### src/core/ext_bus_pkg.sv
`default_nettype none
package ext_bus_pkg;

  // apb register byte offsets
  localparam logic [11:0] OFF_MODE = 12'h000;
  localparam logic [11:0] OFF_DIV = 12'h004;
  localparam logic [11:0] OFF_MAP = 12'h008;
  localparam logic [11:0] OFF_STOP = 12'h00c;
  localparam logic [11:0] OFF_FIFO_LVL = 12'h010;
  localparam logic [11:0] OFF_WR_AVAIL = 12'h014;
  localparam logic [11:0] OFF_RD_AVAIL = 12'h018;
  localparam logic [11:0] OFF_RD_DATA = 12'h01c;
  localparam logic [11:0] OFF_INT_EN = 12'h020;
  localparam logic [11:0] OFF_INT_RAW = 12'h024;
  localparam logic [11:0] OFF_INT_MASKED = 12'h028;
  localparam logic [11:0] OFF_ERR = 12'h02c;
  localparam logic [11:0] OFF_CH_BASE = 12'h040;
  localparam logic [11:0] CH_STRIDE = 12'h010;
  localparam logic [11:0] CH_CFG = 12'h000;
  localparam logic [11:0] CH_ADDR = 12'h004;
  localparam logic [11:0] CH_COUNT = 12'h008;

  // external interface modes
  localparam logic [1:0] MODE_SDRAM = 2'h0;
  localparam logic [1:0] MODE_HOST = 2'h1;
  localparam logic [1:0] MODE_GP = 2'h2;
  localparam logic [1:0] MODE_RESET = MODE_SDRAM;
  localparam logic [15:0] DIV_RESET = 16'h0001;

  // window bases and sizes
  localparam logic [31:0] RAM_BASE_6 = 32'h6000_0000;
  localparam logic [31:0] RAM_BASE_8 = 32'h8000_0000;
  localparam logic [31:0] PER_BASE_A = 32'ha000_0000;
  localparam logic [31:0] PER_BASE_C = 32'hc000_0000;
  localparam logic [31:0] SIZE_256B = 32'h0000_0100;
  localparam logic [31:0] SIZE_64KB = 32'h0001_0000;
  localparam logic [31:0] SIZE_16MB = 32'h0100_0000;
  localparam logic [31:0] SIZE_512MB = 32'h2000_0000;

  // read item sizes
  localparam logic [1:0] ITEM_8 = 2'h0;
  localparam logic [1:0] ITEM_16 = 2'h1;
  localparam logic [1:0] ITEM_32 = 2'h2;

  // interrupt and error bit positions
  localparam int unsigned INT_RD = 0;
  localparam int unsigned INT_WR = 1;
  localparam int unsigned INT_ERR = 2;
  localparam int unsigned ERR_RD = 0;
  localparam int unsigned ERR_WR = 1;

  typedef struct packed {
    logic [1:0] per_size;
    logic [1:0] per_base;
    logic [1:0] ram_size;
    logic [1:0] ram_base;
  } addr_map_t;

  typedef struct packed {
    logic wr_err_en;
    logic rd_err_en;
    logic [2:0] wr_trig;
    logic [3:0] rd_trig;
  } fifo_lvl_t;

  typedef struct packed {
    logic [31:0] addr;
    logic [31:0] data;
  } wr_entry_t;

  typedef enum {EXT_IDLE, EXT_REQ, EXT_RELEASE} ext_state_t;
  typedef enum {OWN_WR, OWN_CPU, OWN_SEQ} owner_t;

endpackage : ext_bus_pkg
`default_nettype wire

### src/core/ext_bus_port.sv
// The APB slave port and the address map were decided locally.
`timescale 1ns/1ps
`default_nettype none

module ext_bus_port
  import ext_bus_pkg::*;
#(
  parameter int unsigned WF_DEPTH = 4,
  parameter int unsigned RF_DEPTH = 8,
  parameter int unsigned NCH = 2
) (
  // clock and reset
  input wire logic pclk,
  input wire logic presetn,
  // apb slave
  input wire logic psel,
  input wire logic penable,
  input wire logic pwrite,
  input wire logic [11:0] paddr,
  input wire logic [31:0] pwdata,
  output logic pready,
  output logic [31:0] prdata,
  output logic pslverr,
  // processor window
  input wire logic cpu_sel,
  input wire logic cpu_write,
  input wire logic [31:0] cpu_addr,
  input wire logic [31:0] cpu_wdata,
  output logic cpu_ready,
  output logic [31:0] cpu_rdata,
  // external bus
  output logic ext_clk,
  output logic [1:0] ext_mode,
  output logic ext_req,
  output logic ext_we,
  output logic [31:0] ext_addr,
  output logic [31:0] ext_wdata,
  input wire logic ext_ack,
  input wire logic [31:0] ext_rdata,
  // dma and interrupt
  output logic dma_rd_req,
  output logic irq
);

  localparam int unsigned WPW = $clog2(WF_DEPTH);
  localparam int unsigned RPW = $clog2(RF_DEPTH);
  localparam int unsigned CHW = (NCH > 1) ? $clog2(NCH) : 1;

  // refused at elaboration, not at run time
  if (WF_DEPTH < 2 || (WF_DEPTH & (WF_DEPTH - 1)) != 0 || WF_DEPTH > 8) begin : g_bad_wf
    $error("WF_DEPTH must be a power of two from 2 to 8");
  end
  if (RF_DEPTH < 2 || (RF_DEPTH & (RF_DEPTH - 1)) != 0 || RF_DEPTH > 8) begin : g_bad_rf
    $error("RF_DEPTH must be a power of two from 2 to 8");
  end
  if (NCH < 1 || NCH > 4) begin : g_bad_nch
    $error("NCH must be 1 to 4");
  end

  function automatic logic [31:0] ram_base(input logic [1:0] code);
    return (code == 2'h1) ? RAM_BASE_6 : (code == 2'h2) ? RAM_BASE_8 : 32'h0000_0000;
  endfunction : ram_base

  function automatic logic [31:0] per_base(input logic [1:0] code);
    return (code == 2'h1) ? PER_BASE_A : (code == 2'h2) ? PER_BASE_C : 32'h0000_0000;
  endfunction : per_base

  function automatic logic win_hit(input logic [31:0] a, input logic [31:0] base, input logic [1:0] sz);
    logic [31:0] lim;
    lim = (sz == 2'h0) ? SIZE_256B : (sz == 2'h1) ? SIZE_64KB : (sz == 2'h2) ? SIZE_16MB : SIZE_512MB;
    return (base != 32'h0000_0000) && ((a - base) < lim);
  endfunction : win_hit

  function automatic logic [31:0] item_mask(input logic [1:0] sz, input logic [31:0] d);
    return (sz == ITEM_8) ? {24'h00_0000, d[7:0]} : (sz == ITEM_16) ? {16'h0000, d[15:0]} : d;
  endfunction : item_mask

  function automatic logic [31:0] item_bytes(input logic [1:0] sz);
    return (sz == ITEM_8) ? 32'h0000_0001 : (sz == ITEM_16) ? 32'h0000_0002 : 32'h0000_0004;
  endfunction : item_bytes

  // control registers
  logic [1:0] mode_q;
  logic [15:0] div_q;
  addr_map_t map_q;
  fifo_lvl_t lvl_q;
  logic [2:0] int_en_q;
  logic [1:0] err_q;
  logic [1:0] ch_size_q [NCH];
  logic [31:0] ch_addr_q [NCH];
  logic [31:0] ch_left_q [NCH];

  // fifos
  wr_entry_t wf_mem [WF_DEPTH];
  logic [WPW-1:0] wf_rd_q, wf_wr_q;
  logic [WPW:0] wf_cnt_q;
  logic [31:0] rf_mem [RF_DEPTH];
  logic [RPW-1:0] rf_rd_q, rf_wr_q;
  logic [RPW:0] rf_cnt_q;

  // external engine and flops behind outputs
  ext_state_t st_q;
  owner_t own_q;
  logic [CHW-1:0] own_ch_q;
  logic [15:0] div_cnt_q;
  logic ext_clk_q, ext_req_q, ext_we_q;
  logic [31:0] ext_addr_q, ext_wdata_q;
  logic [2:0] ack_s;
  logic [31:0] rdat_s0, rdat_s1, rdat_s2;
  logic pready_q, pslverr_q, cpu_ready_q, cpu_rd_pend_q, irq_q, dma_q;
  logic [31:0] prdata_q, cpu_rdata_q, cpu_off_q;

  assign pready = pready_q;
  assign prdata = prdata_q;
  assign pslverr = pslverr_q;
  assign cpu_ready = cpu_ready_q;
  assign cpu_rdata = cpu_rdata_q;
  assign ext_clk = ext_clk_q;
  assign ext_mode = mode_q;
  assign ext_req = ext_req_q;
  assign ext_we = ext_we_q;
  assign ext_addr = ext_addr_q;
  assign ext_wdata = ext_wdata_q;
  assign dma_rd_req = dma_q;
  assign irq = irq_q;

  // window decode
  logic ram_hit, per_hit, cpu_hit, cpu_take;
  logic [31:0] cpu_off;
  assign ram_hit = win_hit(cpu_addr, ram_base(map_q.ram_base), map_q.ram_size);
  assign per_hit = win_hit(cpu_addr, per_base(map_q.per_base), map_q.per_size);
  assign cpu_hit = ram_hit || per_hit;
  assign cpu_off = ram_hit ? cpu_addr - ram_base(map_q.ram_base) : cpu_addr - per_base(map_q.per_base);
  assign cpu_take = cpu_sel && !cpu_ready_q && !cpu_rd_pend_q;

  logic wf_full, wf_push, wf_pop, rf_push, rf_pop, ack_hi, ack_lo, tick, ext_done;
  logic seq_go, start_wr, start_cpu, start_seq, wr_stall, rd_stall;
  logic [CHW-1:0] seq_ch;
  assign wf_full = (wf_cnt_q == (WPW + 1)'(WF_DEPTH));
  assign wr_stall = cpu_take && cpu_hit && cpu_write && wf_full;
  assign wf_push = cpu_take && cpu_hit && cpu_write && !wf_full;
  // ack counts once second and third stages agree
  assign ack_hi = ack_s[1] && ack_s[2];
  assign ack_lo = !ack_s[1] && !ack_s[2];
  // transactions launch on external clock rise
  assign tick = (div_cnt_q == div_q) && !ext_clk_q;
  assign ext_done = (st_q == EXT_REQ) && ack_hi;
  assign wf_pop = ext_done && own_q == OWN_WR;
  assign rf_push = ext_done && own_q == OWN_SEQ;

  // lowest busy channel wins while read fifo has room
  always_comb begin
    seq_go = 1'b0;
    seq_ch = '0;
    for (int i = NCH - 1; i >= 0; i--) begin
      if (ch_left_q[i] != 32'h0000_0000) begin
        seq_go = 1'b1;
        seq_ch = CHW'(i);
      end
    end
    if (rf_cnt_q >= (RPW + 1)'(RF_DEPTH))
      seq_go = 1'b0;
  end

  // buffered writes drain first so a blocking read sees them
  assign start_wr = (st_q == EXT_IDLE) && tick && wf_cnt_q != '0;
  assign start_cpu = (st_q == EXT_IDLE) && tick && wf_cnt_q == '0 && cpu_rd_pend_q;
  assign start_seq = (st_q == EXT_IDLE) && tick && wf_cnt_q == '0 && !cpu_rd_pend_q && seq_go;

  // apb decode
  logic apb_acc, apb_wr, ch_hit, rd_ok;
  logic [11:0] ch_off, ch_fld;
  logic [CHW-1:0] ch_idx;
  logic [31:0] rd_val;
  logic [2:0] int_raw;
  assign apb_acc = psel && penable && !pready_q;
  assign apb_wr = psel && penable && pready_q && pwrite && !pslverr_q;
  assign ch_off = paddr - OFF_CH_BASE;
  assign ch_fld = ch_off % CH_STRIDE;
  assign ch_hit = paddr >= OFF_CH_BASE && (ch_off / CH_STRIDE) < 12'(NCH) && ch_fld <= CH_COUNT;
  assign ch_idx = CHW'(ch_off / CH_STRIDE);
  // data read waits for an item
  assign rd_stall = apb_acc && !pwrite && paddr == OFF_RD_DATA && rf_cnt_q == '0;
  assign rf_pop = psel && penable && pready_q && !pwrite && paddr == OFF_RD_DATA;

  assign int_raw[INT_RD] = rf_cnt_q != '0 && 32'(rf_cnt_q) >= 32'(lvl_q.rd_trig);
  assign int_raw[INT_WR] = 32'(wf_cnt_q) <= 32'(lvl_q.wr_trig);
  assign int_raw[INT_ERR] = |err_q;

  always_comb begin
    rd_val = 32'h0000_0000;
    rd_ok = 1'b1;
    case (paddr)
      OFF_MODE: rd_val = 32'(mode_q);
      OFF_DIV: rd_val = 32'(div_q);
      OFF_MAP: rd_val = 32'(map_q);
      OFF_STOP: rd_val = 32'h0000_0000;
      OFF_FIFO_LVL: rd_val = 32'(lvl_q);
      OFF_WR_AVAIL: rd_val = 32'(WF_DEPTH) - 32'(wf_cnt_q);
      OFF_RD_AVAIL: rd_val = 32'(rf_cnt_q);
      OFF_RD_DATA: rd_val = rf_mem[rf_rd_q];
      OFF_INT_EN: rd_val = 32'(int_en_q);
      OFF_INT_RAW: rd_val = 32'(int_raw);
      OFF_INT_MASKED: rd_val = 32'(int_raw & int_en_q);
      OFF_ERR: rd_val = 32'(err_q);
      default: begin
        if (!ch_hit)
          rd_ok = 1'b0;
        else if (ch_fld == CH_CFG)
          rd_val = 32'(ch_size_q[ch_idx]);
        else if (ch_fld == CH_ADDR)
          rd_val = ch_addr_q[ch_idx];
        else if (ch_fld == CH_COUNT)
          rd_val = ch_left_q[ch_idx];
        else
          rd_ok = 1'b0;
      end
    endcase
  end

  // apb handshake: one wait state, longer on an empty fifo read
  always_ff @(posedge pclk or negedge presetn) begin
    if (!presetn) begin
      pready_q <= 1'b0;
      pslverr_q <= 1'b0;
      prdata_q <= 32'h0000_0000;
    end else begin
      pready_q <= 1'b0;
      pslverr_q <= 1'b0;
      if (apb_acc && !rd_stall) begin
        pready_q <= 1'b1;
        pslverr_q <= !rd_ok;
        prdata_q <= pwrite ? 32'h0000_0000 : rd_val;
      end
    end
  end

  // configuration registers
  always_ff @(posedge pclk or negedge presetn) begin
    if (!presetn) begin
      mode_q <= MODE_RESET;
      div_q <= DIV_RESET;
      map_q <= '0;
      lvl_q <= '0;
      int_en_q <= '0;
    end else if (apb_wr) begin
      if (paddr == OFF_MODE)
        mode_q <= pwdata[1:0];
      if (paddr == OFF_DIV)
        div_q <= pwdata[15:0];
      if (paddr == OFF_MAP)
        map_q <= addr_map_t'(pwdata[$bits(addr_map_t)-1:0]);
      if (paddr == OFF_FIFO_LVL)
        lvl_q <= fifo_lvl_t'(pwdata[$bits(fifo_lvl_t)-1:0]);
      if (paddr == OFF_INT_EN)
        int_en_q <= pwdata[2:0];
    end
  end

  // sequential read channels
  always_ff @(posedge pclk or negedge presetn) begin
    if (!presetn) begin
      for (int i = 0; i < NCH; i++) begin
        ch_size_q[i] <= ITEM_32;
        ch_addr_q[i] <= 32'h0000_0000;
        ch_left_q[i] <= 32'h0000_0000;
      end
    end else begin
      if (start_seq) begin
        ch_addr_q[seq_ch] <= ch_addr_q[seq_ch] + item_bytes(ch_size_q[seq_ch]);
        ch_left_q[seq_ch] <= ch_left_q[seq_ch] - 32'h0000_0001;
      end
      if (apb_wr && ch_hit && ch_fld == CH_CFG)
        ch_size_q[ch_idx] <= pwdata[1:0];
      if (apb_wr && ch_hit && ch_fld == CH_ADDR)
        ch_addr_q[ch_idx] <= pwdata;
      // start with a count, stop halts further reads
      if (apb_wr && ch_hit && ch_fld == CH_COUNT)
        ch_left_q[ch_idx] <= pwdata;
      for (int i = 0; i < NCH; i++) begin
        if (apb_wr && paddr == OFF_STOP && pwdata[i])
          ch_left_q[i] <= 32'h0000_0000;
      end
    end
  end

  // write fifo count up on buffer, down on completion
  always_ff @(posedge pclk or negedge presetn) begin
    if (!presetn) begin
      wf_rd_q <= '0;
      wf_wr_q <= '0;
      wf_cnt_q <= '0;
    end else begin
      if (wf_push) begin
        wf_mem[wf_wr_q] <= '{addr: cpu_off, data: cpu_wdata};
        wf_wr_q <= wf_wr_q + 1'b1;
      end
      if (wf_pop)
        wf_rd_q <= wf_rd_q + 1'b1;
      wf_cnt_q <= wf_cnt_q + (WPW + 1)'(wf_push) - (WPW + 1)'(wf_pop);
    end
  end

  // read fifo
  always_ff @(posedge pclk or negedge presetn) begin
    if (!presetn) begin
      rf_rd_q <= '0;
      rf_wr_q <= '0;
      rf_cnt_q <= '0;
    end else begin
      // stored at the channel's item width
      if (rf_push) begin
        rf_mem[rf_wr_q] <= item_mask(ch_size_q[own_ch_q], rdat_s2);
        rf_wr_q <= rf_wr_q + 1'b1;
      end
      if (rf_pop)
        rf_rd_q <= rf_rd_q + 1'b1;
      rf_cnt_q <= rf_cnt_q + (RPW + 1)'(rf_push) - (RPW + 1)'(rf_pop);
    end
  end

  // processor window answers
  always_ff @(posedge pclk or negedge presetn) begin
    if (!presetn) begin
      cpu_ready_q <= 1'b0;
      cpu_rd_pend_q <= 1'b0;
      cpu_rdata_q <= 32'h0000_0000;
      cpu_off_q <= 32'h0000_0000;
    end else begin
      cpu_ready_q <= 1'b0;
      if (cpu_take && !cpu_hit) begin
        cpu_ready_q <= 1'b1;
        cpu_rdata_q <= 32'h0000_0000;
      end
      if (wf_push)
        cpu_ready_q <= 1'b1;
      // window read becomes a blocking external read
      if (cpu_take && cpu_hit && !cpu_write) begin
        cpu_rd_pend_q <= 1'b1;
        cpu_off_q <= cpu_off;
      end
      if (ext_done && own_q == OWN_CPU) begin
        cpu_ready_q <= 1'b1;
        cpu_rd_pend_q <= 1'b0;
        cpu_rdata_q <= rdat_s2;
      end
    end
  end

  // bus clock divider
  always_ff @(posedge pclk or negedge presetn) begin
    if (!presetn) begin
      div_cnt_q <= 16'h0000;
      ext_clk_q <= 1'b0;
    end else if (div_cnt_q >= div_q) begin
      div_cnt_q <= 16'h0000;
      ext_clk_q <= !ext_clk_q;
    end else begin
      div_cnt_q <= div_cnt_q + 16'h0001;
    end
  end

  // pin inputs; first stage only feeds the second
  always_ff @(posedge pclk or negedge presetn) begin
    if (!presetn) begin
      ack_s <= 3'h0;
      rdat_s0 <= 32'h0000_0000;
      rdat_s1 <= 32'h0000_0000;
      rdat_s2 <= 32'h0000_0000;
    end else begin
      ack_s <= {ack_s[1:0], ext_ack};
      rdat_s0 <= ext_rdata;
      rdat_s1 <= rdat_s0;
      rdat_s2 <= rdat_s1;
    end
  end

  // four-phase request/acknowledge on the external side
  always_ff @(posedge pclk or negedge presetn) begin
    if (!presetn) begin
      st_q <= EXT_IDLE;
      own_q <= OWN_WR;
      own_ch_q <= '0;
      ext_req_q <= 1'b0;
      ext_we_q <= 1'b0;
      ext_addr_q <= 32'h0000_0000;
      ext_wdata_q <= 32'h0000_0000;
    end else begin
      unique case (st_q)
        EXT_IDLE: begin
          if (start_wr || start_cpu || start_seq) begin
            st_q <= EXT_REQ;
            ext_req_q <= 1'b1;
            ext_we_q <= start_wr;
          end
          if (start_wr) begin
            own_q <= OWN_WR;
            ext_addr_q <= wf_mem[wf_rd_q].addr;
            ext_wdata_q <= wf_mem[wf_rd_q].data;
          end else if (start_cpu) begin
            own_q <= OWN_CPU;
            ext_addr_q <= cpu_off_q;
          end else if (start_seq) begin
            own_q <= OWN_SEQ;
            own_ch_q <= seq_ch;
            ext_addr_q <= ch_addr_q[seq_ch];
          end
        end
        EXT_REQ: begin
          if (ack_hi) begin
            ext_req_q <= 1'b0;
            st_q <= EXT_RELEASE;
          end
        end
        EXT_RELEASE: begin
          // waiting for ack low keeps a slow peer from being double counted
          if (ack_lo)
            st_q <= EXT_IDLE;
        end
      endcase
    end
  end

  // error flags, interrupt and dma request
  always_ff @(posedge pclk or negedge presetn) begin
    if (!presetn) begin
      err_q <= 2'h0;
      irq_q <= 1'b0;
      dma_q <= 1'b0;
    end else begin
      // write one to clear; a new stall in the same cycle wins
      err_q[ERR_RD] <= (err_q[ERR_RD] && !(apb_wr && paddr == OFF_ERR && pwdata[ERR_RD]))
                       || (rd_stall && lvl_q.rd_err_en);
      err_q[ERR_WR] <= (err_q[ERR_WR] && !(apb_wr && paddr == OFF_ERR && pwdata[ERR_WR]))
                       || (wr_stall && lvl_q.wr_err_en);
      irq_q <= |(int_raw & int_en_q);
      // dma drain request at read trigger
      dma_q <= int_raw[INT_RD];
    end
  end

endmodule : ext_bus_port

`default_nettype wire

### config.mk
export PLATFORM = sky130hd
export DESIGN_NAME = ext_bus_port
export DESIGN_NICKNAME = d
export VERILOG_FILES = /design/src/core/ext_bus_pkg.sv /design/src/core/ext_bus_port.sv
export SDC_FILE = /design/constraint.sdc
export NUM_CORES = 1
export LEC_CHECK = 0
export ABC_CLOCK_PERIOD_IN_PS = 5700
export BUFFER_PORTS_ARGS = -buffer_cell sky130_fd_sc_hd__clkbuf_2
export CORE_MARGIN = 3
export CORE_UTILIZATION = 45
export CTS_CLUSTER_SIZE = 8
export DETAILED_ROUTE_END_ITERATION = 16
export GPL_TIMING_DRIVEN = 0
export PLACE_DENSITY = 0.63
export SLEW_MARGIN = 20
export SYNTH_ARGS = -nofsm -noshare
export SYNTH_HDL_FRONTEND = slang
export SYNTH_SLANG_ARGS = --single-unit
### constraint.sdc
create_clock -name pclk -period 5.7 [get_ports pclk]
set_clock_uncertainty 0.2 [all_clocks]
set_input_delay 0.285 -clock pclk [delete_from_list [all_inputs] [get_ports pclk]]
set_output_delay 0.285 -clock pclk [all_outputs]
set_load 0.02 [all_outputs]
# Word level (Yosys, flattened, before mapping)
# Memory sizes are Yosys's and may differ from the RTL's.
# Cells that the tools add are included.
dict set report totals {
  regBits 538
  ramBits 512
  output_inout_bits 138
  wordCells 322
  memories 2
}
dict set report classes {
  addsub 15
  order_cmp 14
  n_eq_ne 33
  n_mux 95
  bitwise 7
  reduce_logical 110
}
# name depth word_bits rd rd_ports_with_merged_regs write_ports line
set memory_table {}
lappend memory_table {rf_mem 8 32 1 0 1 ext_bus_port.sv:97} ;# logic [31:0] rf_mem [RF_DEPTH];
lappend memory_table {wf_mem 4 64 1 0 1 ext_bus_port.sv:94} ;# wr_entry_t wf_mem [WF_DEPTH];
# cell n
set op_table {}
lappend op_table {{$mux 32} 39}
lappend op_table {{$pmux 32 s12} 1}
lappend op_table {{$bwmux 64} 4}
lappend op_table {{$mux 64} 4}
lappend op_table {{$mux 30} 6}
lappend op_table {{$reduce_bool 32->1} 4}
lappend op_table {{$eq 32x2->1 const B} 3}
lappend op_table {{$logic_not 32->1} 3}
lappend op_table {{$pmux 32 s3} 1}
lappend op_table {{$demux 32 s1} 2}
lappend op_table {{$lt 32x30->1} 2}
lappend op_table {{$sub 32x32->32} 2}
lappend op_table {{$logic_and 1x1->1} 55}
lappend op_table {{$eq 12x5->1 const B} 4}
lappend op_table {{$eq 12x6->1 const B} 4}
lappend op_table {{$add 32x3->32} 1}
lappend op_table {{$eq 32x1->1 const B} 1}
lappend op_table {{$eq 32x3->1 const B} 1}
lappend op_table {{$sub 32x1->32 const B} 1}
lappend op_table {{$eq 12x4->1 const B} 2}
lappend op_table {{$logic_not 12->1} 2}
lappend op_table {{$mux 1} 22}
lappend op_table {{$mux 2} 10}
lappend op_table {{$add 16x1->16 const B} 1}
lappend op_table {{other kinds (47)} 99}

# Logic depth before layout (Yosys ltp)
# Gate-level depths: netlist of the first run.
dict set report depth {
  word_depth 15
  depth_mapped 20
  mapped_depth_nobuf 17
}

# Worst setup path after synthesis of the first run
# OpenSTA, ideal clock, no wires.
dict set report synth_path {
  path_type {register to register}
  from {register map_q[0] (netlist bit)}
  to {memory wf_mem[0][0] (netlist bit), enable pin}
  setup_ns 0.429
  arrival_time_ns 4.061
  path_slack_ns 1.010
  path_stages_with_launch 11
  n_path_buf 0
  synth_period_minus_slack_ns 4.690
  cell_sequence {dfrtp_1 ha_1 ha_1 fa_1 xor2_1 xnor2_1 nand3_1 o22ai_1 nand3_1 nor3b_1 and3_1}
}
dict set report synth_via {
  elab_chain_cells 13
  word_cells_on_any_way 15
  cone_classes {add/sub (1); order compare (1); eq/ne (2); mux (4); reduce/logical (7)}
}
# element line
set synth_lines {}
lappend synth_lines {{start: declaration} ext_bus_port.sv:85} ;# addr_map_t map_q;
lappend synth_lines {{start signal: assignment} ext_bus_port.sv:252} ;# map_q <= addr_map_t'(pwdata[$bits(addr_map_t)-1:0]);
lappend synth_lines {{$eq 2x2->1} ext_bus_port.sv:61} ;# return (code == 2'h1) ? RAM_BASE_6 : (code == 2'h2) ? RAM_BASE_8 : 32'h0000_0000;
lappend synth_lines {{$mux 32} ext_bus_port.sv:61}
lappend synth_lines {{$mux 32 *} ext_bus_port.sv:61}
lappend synth_lines {{$sub 32x32->32} ext_bus_port.sv:71} ;# return (base != 32'h0000_0000) && ((a - base) < lim);
lappend synth_lines {{$lt 32x30->1} ext_bus_port.sv:71}
lappend synth_lines {{$logic_and 1x1->1 *} ext_bus_port.sv:71}
lappend synth_lines {{$logic_or 1x1->1 *} ext_bus_port.sv:132} ;# assign cpu_hit = ram_hit || per_hit;
lappend synth_lines {{$logic_and 1x1->1 * (3 in series)} ext_bus_port.sv:141} ;# assign wf_push = cpu_take && cpu_hit && cpu_write && !wf_full;
lappend synth_lines {{$mux 1 *} ext_bus_port.sv:294} ;# if (wf_push) begin
lappend synth_lines {{$logic_and 1x1->1 (implied by the code) *} ext_bus_port.sv:295} ;# wf_mem[wf_wr_q] <= '{addr: cpu_off, data: cpu_wdata};
lappend synth_lines {{$mux 1 (implied by the code) *} ext_bus_port.sv:295}
lappend synth_lines {{end: declaration} ext_bus_port.sv:94}
# Every way passes the cells marked *; elsewhere a longest branch is shown, timed or not.

# Worst setup path in the final report of the first run
dict set report layout_path {
  from {register ch_left_q[2] (netlist bit)}
  to {register ch_addr_q[42] (netlist bit)}
}
dict set report layout_via {
  elab_chain_cells 15
  word_cells_on_any_way 27
  cone_classes {add/sub (1); order compare (2); eq/ne (1); mux (18); bitwise (1); reduce/logical (4)}
}
# element line
set layout_lines {}
lappend layout_lines {{start: declaration} ext_bus_port.sv:91} ;# logic [31:0] ch_left_q [NCH];
lappend layout_lines {{start signal: indexed assignment} ext_bus_port.sv:271} ;# ch_left_q[seq_ch] <= ch_left_q[seq_ch] - 32'h0000_0001;
lappend layout_lines {{start signal: indexed assignment} ext_bus_port.sv:279} ;# ch_left_q[ch_idx] <= pwdata;
lappend layout_lines {{$reduce_bool 32->1 *} ext_bus_port.sv:156} ;# if (ch_left_q[i] != 32'h0000_0000) begin
lappend layout_lines {{$mux 1 *} ext_bus_port.sv:156}
lappend layout_lines {{$mux 1} ext_bus_port.sv:156}
lappend layout_lines {{$not 1->2 (implied by the code)} ext_bus_port.sv:270} ;# ch_addr_q[seq_ch] <= ch_addr_q[seq_ch] + item_bytes(ch_size_q[seq_ch]);
lappend layout_lines {{$mux 2 (implied by the code) (3 in series)} ext_bus_port.sv:270}
lappend layout_lines {{$eq 2x1->1} ext_bus_port.sv:79} ;# return (sz == ITEM_8) ? 32'h0000_0001 : (sz == ITEM_16) ? 32'h0000_0002 : 32'h0000_0004;
lappend layout_lines {{$mux 3 (2 in series)} ext_bus_port.sv:79}
lappend layout_lines {{$add 32x3->32} ext_bus_port.sv:270}
lappend layout_lines {{$bwmux 64} ext_bus_port.sv:270}
lappend layout_lines {{$mux 64 *} ext_bus_port.sv:269} ;# if (start_seq) begin
lappend layout_lines {{$bwmux 64} ext_bus_port.sv:276} ;# ch_addr_q[ch_idx] <= pwdata;
lappend layout_lines {{$mux 64 *} ext_bus_port.sv:275} ;# if (apb_wr && ch_hit && ch_fld == CH_ADDR)
lappend layout_lines {{end signal: indexed assignment} ext_bus_port.sv:270}
lappend layout_lines {{end signal: indexed assignment} ext_bus_port.sv:276}
lappend layout_lines {{end: declaration} ext_bus_port.sv:90} ;# logic [31:0] ch_addr_q [NCH];
# Every way passes the cells marked *; elsewhere a longest branch is shown, timed or not. The select of a mux whose other input is x is not followed.
# A chain may end at the register's enable or synchronous reset.

==> results of run 1 <==
-- flip-flops by register name, indices dropped and copies added (netlist names), 9 cells and up --
| register | count |
|---|---|
| ch_addr_q | 64 |
| ch_left_q | 64 |
| cpu_off_q | 32 |
| cpu_rdata | 32 |
| div_cnt_q | 16 |
| div_q | 16 |
| ext_addr | 32 |
| ext_wdata | 32 |
| lvl_q | 9 |
| prdata | 32 |
| rdat_s0 | 32 |
| rdat_s1 | 32 |
| rdat_s2 | 32 |
| rf_mem | 256 |
| wf_mem | 256 |
-- critical path, delay by kind of cell (launching register included) --
| kind | cells | cell delay (ps) |
|---|---|---|
| flops | 1 | 440 |
| simple gates | 6 | 1820 |
| buf+inv | 6 | 1210 |
| compound gates | 3 | 600 |
| xor+xnor | 1 | 210 |
| mux | 1 | 280 |
| fa+ha+maj | 2 | 620 |
-- Yosys cell counts, types with 6 or more instances --
cell type	instances
clkbuf_1	146
buf_1	24
a21oi_1	117
nor2b_1	20
nand4_1	40
o211ai_1	47
xnor2_1	52
o2111ai_1	6
o21ai_0	115
a31oi_1	31
or2_2	7
and2_1	18
xor2_1	82
nand2b_1	20
nor4_1	33
a21o_1	14
inv_1	72
a22oi_1	11
or4_1	19
o21ai_1	40
and3_1	19
nand2_1	415
a211oi_1	24
ha_1	61
o221ai_1	6
edfxtp_1	512
nor4_2	6
dfrtp_1	475
nand3_1	107
buf_2	15
or3_1	21
a22o_1	62
mux4_2	128
o22ai_1	36
nor3_1	52
mux2i_1	123
mux2_2	79
o21a_1	9
nor2_1	166
-- path summary, 6_finish.rpt --
| kind | start | endpoint | slack (ps) | cells after the start |
|---|---|---|---|---|
| min in group asynchronous | presetn | ch_left_q[53] | 470 | 4 |
| hold reg to reg | rdat_s1[25] | rdat_s2[25] | 140 | 0 |
| setup / recovery | ch_left_q[2] | ch_addr_q[42] | 190 | 19 |
| setup reg to reg | ch_left_q[2] | ch_addr_q[42] | 190 | 19 |
| hold / removal | ext_ack | ack_s[0] | 50 | 2 |
| max in group asynchronous | presetn | cpu_rdata[4] | 3630 | 6 |
-- power breakdown --
part	switching, mW	internal (mW)	total [mW]
Combinational	1.94	1.30	3.24
Clock	3.18	4.72	7.90
Sequential	0.282	7.90	8.18
-- layer usage --
layer  track usage (%)  vias to the layer above  wire, um  part of all wire (%)
li1                  -                    13600         -                     -
met1              36.5                    15500     55100                    39
met2              44.7                     1361     66300                    47
met3              7.17                      335     11700                   8.4
met4              13.1                        8      6740                   4.8
met5                 0                        -        56                 0.040
-- kinds of logic (layout without fill, tap and decap cells) --
family,Yosys count,after routing,synth area share (%)
flops,990,990,62.8
simple gates,971,971,10.5
mux,330,330,11.5
buf+inv,260,1002,2.33
fa+ha+maj,66,66,1.98
xor+xnor,134,134,2.70
other cells,0,3,0
compound gates,555,555,8.21
-- metrics by stage --
step / setup WS, ps / utilization, % / cells
after floorplan: 1010 / - / 3306
after global placement: -10040 / 48.8 / 4856
after detailed placement: -850 / 49.5 / 4886
after CTS: 76.5 / 55.8 / 5312
after global routing: -16.3 / 55.8 / 5313
final: 192 / 55.8 / 5316
-- layout make-up --
cell class,count,area (sq um)
fill,7949,42100
sequential,990,27300
multi-input combinational,2056,15400
clock buffer,235,3930
timing repair buffer,493,3760
tap,1265,1580
buffer,187,756
inverter,72,270
clock inverter,15,253
antenna,3,7.51
-- repair_timing --
| action | in CTS | in global routing |
|---|---|---|
| setup endpoints to repair | 75 | 39 |
| gates resized for setup | 7 | 13 |
| hold buffers | 173 | 0 |
| hold endpoints to repair | 659 | 0 |
| buffers inserted | 3 | 2 |
| pin swaps | 2 | 1 |
==> out/metrics.yaml, run 1 <==
drt:
  post-route-drc-count: 0
  vias: 30800
  wire_per_inst_um: 26.3
  routed_wl_um: 140000
  ant_nets: 0
  firstDrtPassIters: 6
  drt-initial-drc-count: 3146
  via_per_inst: 5.80
pwr:
  p_total_mw: 19.3
  power_density_mw_per_mm2: 363
  ir_drop_v: 0.000404
  power.leakage_nw: 19.7
die:
  die_x_um: 317
  ios: 286
  core.rowCount: 113
  die_h_um: 317
  die_area_sq_mm: 0.100
  start_util_pct: 45.6
  core_sq_mm: 0.0954
grt:
  grt_overflow_total: 0
  antenna_found_initial: 6
  grt_first_pass_wirelength_um: 207000
  grt_max_degree: 95
  grt_usage_pct: 28.2
  grt_pass1_vias: 31200
clock_network:
  clk_transition_reported_paths_ps: 60
  insertion_delay_ps: 760
  cts_made_buffers: 142
  clock_sinks: 990
  cts_buffer_depth: 3
  cts_tree: "built"
  htreeDepth: 4
  root_buffer: "clkbuf_16"
run:
  cap_violations: 0
logic_synthesis:
  synth_flop_cell: "edfxtp_1"
  synth_top_cell_area_share_pct: 35.3
  synth_nets: 3520
  ys_types: 75
  async_flop_share_pct: 48.3
  postSynthAreaPerCell_sq_um: 13.2
  yosys_warnings: 0
  syn_inst: 3306
  synth_top_area_cell: "edfxtp_1"
  synth-edff-count: 512
  syn_area_sq_mm: 0.0435
  ys_top_cells_by_area: "edfxtp_1 35%, dfrtp_1 27%, mux4_2 6.6%"
  synth.ff_latch_count: 990
  ys_seq_area_share_pct: 62.8
timing:
  relSlewSlack_pct: 16.3
  setup_violations: 0
  min_period_ps: 5510
  fin_crit_sh_pct: 96.6
  hold_viol_final: 0
  timing.hold.ws_ps: 54.0
  maxSlewViolCount: 0
  fmax_ghz: 0.182
  tightest_slew_ps: 1250
  setup_tns_ps: 0
critical_path:
  cp-end-kind: "flip-flop"
  cp.required_ps: 6150
  critPathMaxStageDelay_ps: 580
  crit_type: "reg2reg"
  critPathSlowestCell: "or4_4"
  cp_max_fo: 10
  arrival_ps: 5960
  cp-start-kind: "flip-flop"
  cp_cell_sequence: "or3_1, or4_4, or3_1, buf_2, nand2_1, clkbuf_4, buf_4, mux2i_2, and2_1, ha_1, inv_1, fa_1, inv_1, a21oi_1, a21oi_2, clkbuf_4, nand3_1, xor2_1, o21ai_0"
place:
  portBuffers: 285
  dpl.hpwl_um: 97900
  dpl_cell_area_sq_mm: 0.0472
  gp_congestion: 1.02
finish:
  layout-drive-gt1-share_pct: 19.0
  synthToLayoutAreaGrowth_pct: 22.4
  nets: 4156
  final_area_sq_mm: 0.0533
  final_cell_mix: "512 x edfxtp_1, 475 x dfrtp_1, 415 x nand2_1, 287 x clkbuf_2, 234 x clkbuf_1"
  final_common_cell: "edfxtp_1"
status:
  status: "completed"
hold_path:
  hold_class: "in2reg"
(Power assumes the default switching activity.)
==> run 2: changes to the inputs <==
- PLACE_DENSITY: 0.63 -> unset
- PLACE_DENSITY_LB_ADDON: unset -> 0.12
==> run 2 against run 1 <==
Net effect:
- fmax hardly changed
- first-iteration DRC count shrank 2.7%
- worst setup slack lost 4.0 ps
- critical endpoint is now ch_left_q[56]
- largest cell class unchanged
- largest power group unchanged
==> out/metrics.yaml, run 2 (synthesis gave the netlist of run 1 again) <==
status:
  status: "completed"  # unchanged
grt:
  grt_usage_pct: 28.5  # was 28.2%
  grt_overflow_total: 0  # unchanged
  grt_first_pass_wirelength_um: 209000  # was 207000 um
  grt_pass1_vias: 31400  # was 31200
  grt_max_degree: 90  # was 95
  antenna_found_initial: 7  # was 6
drt:
  wire_per_inst_um: 26.6  # was 26.3 um
  post-route-drc-count: 0  # unchanged
  via_per_inst: 5.78  # was 5.80
  ant_nets: 0  # unchanged
  firstDrtPassIters: 8  # was 6
  routed_wl_um: 142000  # was 140000 um
  vias: 30800  # about the same
  drt-initial-drc-count: 3060  # was 3146
critical_path:
  cp-end-kind: "flip-flop"  # unchanged
  cp.required_ps: 6140  # was 6150 ps
  arrival_ps: 5950  # was 5960 ps
  startpoint: "ch_left_q[8]"  # was ch_left_q[2]
  cp_max_fo: 10  # unchanged
  crit_type: "reg2reg"  # unchanged
  cp-start-kind: "flip-flop"  # unchanged
  r2r_start: "ch_left_q[8]"  # was ch_left_q[2]
finish:
  final_common_cell: "edfxtp_1"  # unchanged
  nets: 4164  # was 4156
  final_cell_mix: "512 x edfxtp_1, 475 x dfrtp_1, 415 x nand2_1, 289 x clkbuf_2, 231 x clkbuf_1"  # was 512 x edfxtp_1, 475 x dfrtp_1, 415 x nand2_1, 287 x clkbuf_2, 234 x clkbuf_1
  layout-drive-gt1-share_pct: 19.2  # was 19.0%
  synthToLayoutAreaGrowth_pct: 22.9  # was 22.4%
  largest_registers: "rf_mem x256, wf_mem x256"  # unchanged
place:
  portBuffers: 285  # unchanged
  dpl.hpwl_um: 99300  # was 97900 um
  gp_congestion: 1.03  # was 1.02
clock_network:
  insertion_delay_ps: 750  # was 760 ps
  root_buffer: "clkbuf_16"  # unchanged
  cts_made_buffers: 142  # unchanged
  htreeDepth: 4  # unchanged
  clock_sinks: 990  # unchanged
  clk_transition_reported_paths_ps: 50  # was 60 ps
  cts_buffer_depth: 3  # unchanged
  cts_tree: "built"  # unchanged
die:
  ios: 286  # unchanged
  die_x_um: 317  # unchanged
  die_area_sq_mm: 0.100  # unchanged
  die_h_um: 317  # unchanged
  start_util_pct: 45.6  # unchanged
  core_sq_mm: 0.0954  # unchanged
  core.rowCount: 113  # unchanged
timing:
  setup_tns_ps: 0  # unchanged
  min_period_ps: 5510  # about the same
  tightest_slew_ps: 1200  # was 1250 ps
  timing.hold.ws_ps: 56.6  # was 54.0 ps
  relSlewSlack_pct: 19.4  # was 16.3%
  rsz0062_at_grt: "no"
  hold_viol_final: 0  # unchanged
  setup_violations: 0  # unchanged
  fmax_ghz: 0.181  # was 0.182 GHz
  fin_crit_sh_pct: 96.7  # was 96.6%
  maxSlewViolCount: 0  # unchanged
pwr:
  power.internal_mw: 14.0  # was 13.9 mW
  power_density_mw_per_mm2: 364  # was 363 mW/mm^2
  clkPwrFrac_pct: 41.2  # was 40.9%
  p_switching_mw: 5.50  # was 5.40 mW
  seq_power_share_pct: 42.2  # was 42.3%
  p_comb_share_pct: 16.7  # was 16.8%
  swShare_pct: 28.2  # was 27.9%
  power.leakage_nw: 19.8  # was 19.7 nW
  ir_drop_v: 0.000342  # was 0.000404 V
run:
  cap_violations: 0  # unchanged
hold_path:
  hold_class: "in2reg"  # unchanged
  min_from: "ext_ack"  # unchanged
## run 2: cell count changes in the layout (fill, tap and decap cells not counted), moves of 3 or more
cell / previous run / this run
clkbuf_1: 234 / 231
inv_6: 5 / 2
clkinv_16: 3 / 8
dlygate4sd3_1: 172 / 175
diode_2: 3 / 6
## run 2: worst max-delay path, cell delays in order, from the launching register on
cell,delay [ps]
dfrtp_1,450
or3_1,460
or4_4,590
nor3_4,300
clkbuf_4,320
nor2_4,60
buf_4,160
clkbuf_2,260
clkbuf_4,310
a21oi_1,190
ha_1,290
nand3_2,210
nor4_2,310
nand4_1,320
a221oi_4,420
nor3b_1,250
o211ai_1,110
a21oi_1,170
## run 2: power groups by stage
| stage | registers (mW) | clock network, mW | logic [mW] |
|---|---|---|---|
| after detailed placement | 8.33 | 0 | 3.09 |
| after global routing | 8.25 | 8.50 | 3.52 |
| after global placement | 8.33 | 0 | 3.05 |
| after CTS | 8.21 | 8.17 | 3.21 |
| final | 8.21 | 8.02 | 3.25 |
| after floorplan | 8.56 | 0 | 1.66 |
## run 2: what timing repair did
action | CTS | global route
pin swaps | 2 | 1
hold endpoints to repair | 681 | 0
setup buffers | 4 | 3
hold buffers | 176 | 0
endpoints found under the setup margin | 81 | 38
resized for setup | 10 | 16
## run 2: routing by layer
layer  global-route usage (%)  up-vias  wire length (um)
li1                         -    13600                 -
met1                     38.0    15600             57700
met2                     45.6     1216             67400
met3                     5.45      326              9840
met4                     12.9        4              6770
met5                        0        -                17
## run 2: path summary, 6_finish.rpt
kind	end	slack [ps]	cells past startpoint
max in group asynchronous	rdat_s2[31]	3550	6
worst max register to register	ch_left_q[56]	190	17
worst min register to register	rdat_s1[15]	140	0
min in group asynchronous	ch_left_q[18]	510	4
worst max-delay path	ch_left_q[56]	190	17
worst min-delay path	ack_s[0]	60	2
## run 2: layout make-up
class,count,area (sq um)
antenna,6,15.0
buffer,188,769
clock buffer,232,3910
clock inverter,16,377
fill,8057,42000
inverter,72,270
multi-input combinational,2056,15400
sequential,990,27300
tap,1265,1580
timing repair buffer,500,3820
## run 2: per-stage QoR
| stage | cells | setup WS (ps) | total power, mW | instance area (sq um) | utilization [%] |
|---|---|---|---|---|---|
| after floorplan | 3306 | 1010 | 10.2 | 43500 | - |
| after global placement | 4856 | -10620 | 11.4 | 46500 | 48.8 |
| after detailed placement | 4888 | -980 | 11.4 | 47200 | 49.5 |
| after CTS | 5316 | 111 | 19.6 | 53400 | 55.9 |
| after global routing | 5320 | 10.0 | 20.3 | 53500 | 56.0 |
| final | 5325 | 188 | 19.5 | 53500 | 56.0 |
